$ cat src/common/taf_pkg.sv
// Shared constants for the adaptation field checker
package taf_pkg;
  // Adaptation field control codes
  localparam logic [1:0] TAF_AFC_NONE = 2'h0;
  localparam logic [1:0] TAF_AFC_PAY = 2'h1;
  localparam logic [1:0] TAF_AFC_AF = 2'h2;
  localparam logic [1:0] TAF_AFC_BOTH = 2'h3;
  // Length limits and packet payload room
  localparam logic [7:0] TAF_LEN_MIX_MAX = 8'hb6;
  localparam logic [7:0] TAF_LEN_ONLY = 8'hb7;
  localparam logic [8:0] TAF_PAYLOAD = 9'hb8;
  localparam logic [7:0] TAF_CLKREF_BYTES = 8'h06;
  // Flag bit positions in the flags byte
  localparam int TAF_B_DISC = 7;
  localparam int TAF_B_RAI = 6;
  localparam int TAF_B_PRIO = 5;
  localparam int TAF_B_PCR = 4;
  localparam int TAF_B_OPCR = 3;
  // PCRs of a new time base needed before another change; run of indicators allowed off the PCR slot
  localparam logic [1:0] TAF_PCR_GOAL = 2'h2;
  localparam logic [1:0] TAF_DISC_MAX = 2'h2;
  // Register byte offsets, control drop bit position and control reset value
  localparam logic [7:0] TAF_OFF_CTRL = 8'h00;
  localparam logic [7:0] TAF_OFF_ERR = 8'h04;
  localparam logic [7:0] TAF_OFF_STAT = 8'h08;
  localparam logic [7:0] TAF_OFF_LAST = 8'h0c;
  localparam int TAF_CTRL_DROP = 16;
  localparam logic [15:0] TAF_CTRL_RST = 16'h0000;
  // Parser states
  typedef enum logic [1:0] {
    TAF_P_IDLE = 2'b00,
    TAF_P_LEN = 2'b01,
    TAF_P_FLAGS = 2'b10
  } taf_pst_e;
endpackage

$ cat src/core/taf_af_parser.sv
// Parser for the length byte and flags byte of an adaptation field
`timescale 1ns/100ps
`default_nettype none
module taf_af_parser (
  input wire logic pclk, // System clock
  input wire logic presetn, // Async reset, active low
  input wire logic hdr_valid, // Packet header strobe
  input wire logic [1:0] hdr_afc, // Adaptation field control
  input wire logic byte_valid, // Payload region byte strobe
  input wire logic [7:0] byte_data, // Payload region byte
  output logic af_done, // Field head decoded, one cycle
  output logic af_has, // Field present
  output logic [7:0] af_len, // Length byte
  output logic [7:0] af_flags, // Flags, zero when absent
  output logic af_short // Length too small for clock refs
);
  import taf_pkg::*;
  taf_pst_e st_reg, st_next;
  logic done_next, has_next, short_next;
  logic [7:0] len_next, flags_next;
  logic [7:0] need;

  // Walk length byte then flags byte; later bytes are not decoded
  always_comb begin
    st_next = st_reg;
    done_next = 1'b0;
    has_next = af_has;
    len_next = af_len;
    flags_next = af_flags;
    short_next = af_short;
    need = 8'h01;
    if (byte_data[TAF_B_PCR]) need = 8'(need + TAF_CLKREF_BYTES);
    if (byte_data[TAF_B_OPCR]) need = 8'(need + TAF_CLKREF_BYTES);
    case (st_reg)
      TAF_P_IDLE: begin
        if (hdr_valid) begin
          flags_next = 8'h00;
          short_next = 1'b0;
          len_next = 8'h00;
          has_next = hdr_afc[1];
          if (hdr_afc[1]) st_next = TAF_P_LEN;
          else done_next = 1'b1;
        end
      end
      TAF_P_LEN: begin
        if (byte_valid) begin
          len_next = byte_data;
          if (byte_data == 8'h00) begin
            done_next = 1'b1;
            st_next = TAF_P_IDLE;
          end else st_next = TAF_P_FLAGS;
        end
      end
      TAF_P_FLAGS: begin
        if (byte_valid) begin
          flags_next = byte_data;
          short_next = af_len < need;
          done_next = 1'b1;
          st_next = TAF_P_IDLE;
        end
      end
      default: st_next = TAF_P_IDLE;
    endcase
  end

  // Parser registers
  always_ff @(posedge pclk or negedge presetn) begin
    if (!presetn) begin
      st_reg <= TAF_P_IDLE;
      af_done <= 1'b0;
      af_has <= 1'b0;
      af_len <= 8'h00;
      af_flags <= 8'h00;
      af_short <= 1'b0;
    end else begin
      st_reg <= st_next;
      af_done <= done_next;
      af_has <= has_next;
      af_len <= len_next;
      af_flags <= flags_next;
      af_short <= short_next;
    end
  end
endmodule
`default_nettype wire

$ cat config.mk
export PLATFORM = sky130hd
export DESIGN_NAME = taf_af_parser
export DESIGN_NICKNAME = d
export VERILOG_FILES = /design/src/common/taf_pkg.sv /design/src/core/taf_af_parser.sv
export SDC_FILE = /design/constraint.sdc
export NUM_CORES = 1
export LEC_CHECK = 0
export ABC_AREA = 1
export BUFFER_PORTS_ARGS = -buffer_cell sky130_fd_sc_hd__buf_4
export CAP_MARGIN = 20
export CORE_MARGIN = 2
export CORE_UTILIZATION = 48
export CTS_CLUSTER_DIAMETER = 120
export DETAILED_ROUTE_END_ITERATION = 8
export PLACE_DENSITY = 0.73
export SLEW_MARGIN = 10
export SYNTH_ARGS = -nofsm -noshare
export SYNTH_HDL_FRONTEND = slang
export SYNTH_SLANG_ARGS = --single-unit
$ cat constraint.sdc
create_clock -name pclk -period 2.51 [get_ports pclk]
set_input_delay 0.251 -clock pclk [delete_from_list [all_inputs] [get_ports pclk]]
set_output_delay 0.251 -clock pclk [all_outputs]
set_load 0.05 [all_outputs]
; ---- After elaboration in Yosys (flattened, before gate mapping)
; Cells that the tools add are included.
[totals]
in_bits = 14
ff_bits = 21
elab_cells = 43
[op_classes]
n_reduce_logical = 8
eq_ne = 6
add_sub_neg = 1
n_mux = 21
order_cmp = 1
[op_table]
columns = op, n
row1 = 8-bit one-hot mux with 2 select lines, 2
row2 = 8-bit 2-to-1 mux, 3
row3 = 2-bit 2-to-1 mux, 5
row4 = 8-bit by 3-bit adder with 8-bit output (second input constant), 1
row5 = 8-bit zero test, 1
row6 = 8-bit < comparator, 1
row7 = 2-bit inequality test (second input constant), 4
row8 = 1-bit 2-to-1 mux, 7
row9 = 2-bit one-hot mux with 3 select lines, 1
row10 = 3-bit AND reduction, 2
row11 = 4-bit AND reduction, 1
row12 = 2-bit nonzero test, 2
row13 = 3-bit 2-to-1 mux, 1
row14 = 1-bit one-hot mux with 3 select lines, 1
row15 = 2-bit by 1-bit equality test with 1-bit output (second input constant), 1
row16 = 2-bit equality test (second input constant), 1
row17 = 2-bit zero test, 1
row18 = 1-bit one-hot mux with 2 select lines, 1
row19 = 2-bit AND reduction, 1

; ---- Depth between registers and ports, before layout
[depth]
word_depth = 6
ltp_mapped = 11
mapped_depth_nobuf = 11

; ---- Worst setup path after synthesis
; OpenSTA, ideal clock, no wires.
[synth_path]
path_type = flip-flop to flip-flop
startpoint = register af_len[1]
endpoint = register af_short
t_required_ps = 2392
t_arrival_ps = 1219
n_path_buf = 0
path_stages_with_launch = 9
path_slack_ps = 1173
synth_period_minus_slack_ps = 1337
cell_sequence = dfrtp_1 ha_1 nand2_1 nand2_1 nand2_1 nand2_1 inv_1 nand2_1 nand2_1
[synth_between]
elab_chain_len = 3
[synth_rtl]
columns = item, line
row1 = start: declaration, taf_af_parser.sv:13  ; output logic [7:0] af_len,
row2 = start signal: assignment, taf_af_parser.sv:79  ; af_len <= len_next;
row3 = 8-bit < comparator, taf_af_parser.sv:57  ; short_next = af_len < need;
row4 = 1-bit 2-to-1 mux, taf_af_parser.sv:55  ; if (byte_valid) begin
row5 = 1-bit one-hot mux with 2 select lines, taf_af_parser.sv:34  ; case (st_reg)
row6 = end signal: assignment, taf_af_parser.sv:81  ; af_short <= short_next;
row7 = end: declaration, taf_af_parser.sv:15  ; output logic af_short
; No other way between the ends. The select of a mux whose other input is x is not followed.
; A chain may end at the register's enable or synchronous reset.

; ---- Worst setup path after layout
[layout_path]
startpoint = register st_reg[1]
endpoint = register af_len[1]
[layout_between]
elab_chain_len = 3
[layout_rtl]
columns = item, line
row1 = start: declaration, taf_af_parser.sv:18  ; taf_pst_e st_reg, st_next;
row2 = start signal: assignment, taf_af_parser.sv:76  ; st_reg <= st_next;
row3 = 2-bit by 1-bit equality test with 1-bit output / 2-bit zero test (equally long branches), taf_af_parser.sv:34
row4 = 2-bit inequality test (no line) / 2-bit nonzero test (equally long branches), n/a
row5 = 3-bit AND reduction (no line), n/a
; Several ways; a longest one is shown, not always the timed one.

==> parameters.txt <==
Parameter                              Value

Outcome
  Status ... finished clean

STA
  Post-layout min period ... 1.25 ns
  Transition time at the pin with the least slew margin ... 0.402 ns
  Portion of the clock cycle consumed by the worst path in the final layout ... 49.8%
  Fin. Hold Viols ... 0
  Setup violations, final ... 0
  Count of final max-slew check failures ... 0
  Setup repair after global routing missed its margin ... no
  Headroom to the max-slew limit ... 73.2%
  Setup TNS ... 0 ns
  Clock skew ... 0.00483 ns
  Final hold slack ... 0.173 ns
  Max Clock Freq ... 800 MHz
  Setup ws final ... 1.26 ns

Setup path
  Worst EP required ... 2.71 ns
  Cell family with the largest share of critical-path delay ... flip-flops
  Cells along the critical path ... inv_2, nand2_2, inv_2, nand2_2, nand2_4, inv_2, nand2_1, nand2_1
  Crit path buf inv count ... 3
  Signal arrival time at the worst endpoint ... 1.45 ns
  Maximum fanout along the worst path ... 9
  Longest individual stage delay on the worst path ... 0.43 ns
  Startpoint class of the critical path ... flop
  Worst setup path class ... reg2reg
  Number of gates on the worst path with buffers counted ... 8
  Most common cell on crit path ... inv_2
  CP max stage cell ... dfrtp_1
  Depth of the worst register-to-register path ... 8
  Setup crit end kind ... flop

Logic synthesis
  Simple-gate share of the synthesized area ... 35.9%
  Mux cell area share after synthesis ... 0%
  XOR/XNOR Fraction of Synth Area ... 0%
  Post-Synth Adder-Cell Area ... 6.10%
  Number of instances in the synthesized netlist ... 130
  Main combinational cell family by area after synthesis ... simple AND/OR/NAND/NOR gates
  Share of Yosys cell area claimed by the top area cell type ... 51.2%
  Dominant synthesized flop cell ... dfrtp_1
  Most frequently used cell type in the post-synthesis netlist ... nand2_1
  Number of different library cells in the post-synthesis netlist ... 12
  Leading area contributor after synthesis ... dfrtp_1
  Compound-Gate Fraction of Synth Area ... 0.976%
  Post-synth ARST share ... 100%
  Number of flops mapped to enable cells by yosys ... 0
  Ranking of synthesized cells by area ... dfrtp_1 51%, nand2_1 18%, nand3_1 8.8%, ha_1 6.1%, inv_1 4.4%
  Proportion of synthesized chip area in sequential cells ... 51.2%
  Number of nets in the synthesized netlist ... 149
  Synthesized area per cell ... 7.89 sq um
  Synthesized flop and latch total ... 21
  Most instantiated cells after synthesis ... 49 x nand2_1, 21 x dfrtp_1, 18 x nand3_1, 12 x inv_1, 12 x nor2_1
  Total number of yosys warnings ... 0
  Synth Cell Area ... 1030 sq um

Routing
  Detailed-router iteration count before antenna repair ... 4
  Average routed wire per standard cell ... 11.5 um
  Detailed-route via count ... 948
  Drc violations ... 0
  ANT nets after route ... 0
  DRT iter0 DRCs ... 16
  Vias per std cell ... 4.91
  Routed WL ... 2230 um

Clock tree
  CTS sink count ... 21
  Clock tree from TritonCTS ... yes
  Maximum root-to-sink buffer count ... 2
  Setup fix buffers added after clock tree synthesis ... 0
  H-tree lvl count ... 1
  Root buffer cell ... clkbuf_4
  Number of buffers inserted during clock tree synthesis ... 3
  Worst skew pair latency ... 0.30 ns
  CTS clock-pin slew for the worst setup and hold paths ... 0.11 ns

Global route
  Largest net degree at the start of global routing ... 22
  Met1 demand-to-capacity share in global routing ... 25.4%
  Number of global-route vias before repair ... 883
  Global-route usage over all layers ... 19.9%
  Global routing usage on met2 ... 32.0%
  Global routing met3 resource utilization ... 3.27%
  Wire length of the first global-routing pass ... 3800 um
  Remaining global-route overflow ... 0
  Antenna violations before repair ... 0
  Most Used Layer, Global Route ... met2

Floorplanning
  Die Span Y ... 50.2 um
  Die area ... 2520 sq um
  Rows ... 16
  Horiz. Die Dim ... 50.2 um
  Starting density of the core ... 51.8%
  Floorplan Core Area ... 1980 sq um
  Number of I/O pins ... 33

Cells and area
  Final antenna diode count ... 0
  Finished Cell Area ... 1330 sq um
  Final non-filler cell total ... 193
  Sequential standard cell area ... 526 sq um
  Fraction of layout instances using a drive strength above 1 ... 26.5%
  Multi-input combinational cell area ... 440 sq um
  Total number of nets in the final design ... 186
  Final Core Density ... 67.0%
  Fill cell count ... 182
  Area added between synthesis and finish ... 29.5%

Pwr
  Leak pwr ... 0.805 nW
  Power per Cell Area ... 858 nW/um^2
  Maximum vdd drop ... 0.618 mV
  Power, Total ... 1.14 mW

Place
  Placed cell count ... 188
  Total of buffers placed on input and output ports ... 31
  Placement-stage cell area ... 1290 sq um
  Detailed placement HPWL ... 1680 um
  Worst setup slack before clock tree synthesis ... 1.09 ns
  RePlAce Congestion ... 0.801

Min path
  Worst hold path stage count ... 2
  Worst hold path type ... in2reg

Job
  Max-cap viol count ... 0
-- cell usage in the layout (no fill, tap or decap) --
master	n
nand2_1	49
buf_4	31
dfrtp_1	21
nand3_1	18
nor2_1	12
inv_1	12
ha_1	5
inv_2	4
nand2_2	4
clkbuf_4	3
o21ai_0	2
nand4_1	1
nand2_4	1
nor2_2	1
clkbuf_1	1
dlygate4sd3_1	1
-- where the power goes --
| part | total [mW] | internal, mW | switching [mW] |
|---|---|---|---|
| sequential | 0.449 | 0.403 | 0.0457 |
| combinational | 0.532 | 0.152 | 0.380 |
| clock | 0.159 | 0.0618 | 0.0972 |
-- cells by family (layout without fill, tap and decap cells) --
group,Yosys count,in the layout
and+or+nand+nor,86,86
DFF,21,21
buffers and inverters,16,52
adders and majority gates,5,5
AOI/OAI and AO/OA,2,2
-- layer usage --
layer / vias up / wire length, um
met4: 0 / 23
met3: 2 / 104
met5: - / 0
li1: 476 / -
met1: 448 / 995
met2: 22 / 1100
-- worst paths after layout --
path                       slack, ns               startpoint                 endpoint
max                             1.26    st_reg[1]$_DFFE_PN0P_    af_len[1]$_DFFE_PN0P_
min                             0.17               byte_valid    st_reg[0]$_DFFE_PN0P_
min reg2reg                     0.50  af_flags[7]$_DFFE_PN0P_  af_flags[7]$_DFFE_PN0P_
max in group asynchronous       1.94                  presetn  af_flags[5]$_DFFE_PN0P_
min in group asynchronous       0.35                  presetn    af_len[6]$_DFFE_PN0P_
max reg2reg                     1.26    st_reg[1]$_DFFE_PN0P_    af_len[1]$_DFFE_PN0P_
-- worst reg2reg max path: cells and delay by family (launching register included) --
family	cells	cell delay, ns
AND/OR/NAND/NOR	5	0.40
flip-flops	1	0.43
buffers and inverters	3	0.32
-- timing repair --
action	4_1_cts	5_1_grt
gates resized for setup	0	0
endpoints found under the hold margin	21	0
hold buffers	1	0
-- cell type report --
type,count,share of cell area (%)
flip-flops and latches,21,39.5
multi-input cells,93,33.1
repair buffers,32,18.3
inverters,16,4.52
well taps,27,2.54
clock buffers,4,1.98
(Power assumes the default switching activity.)
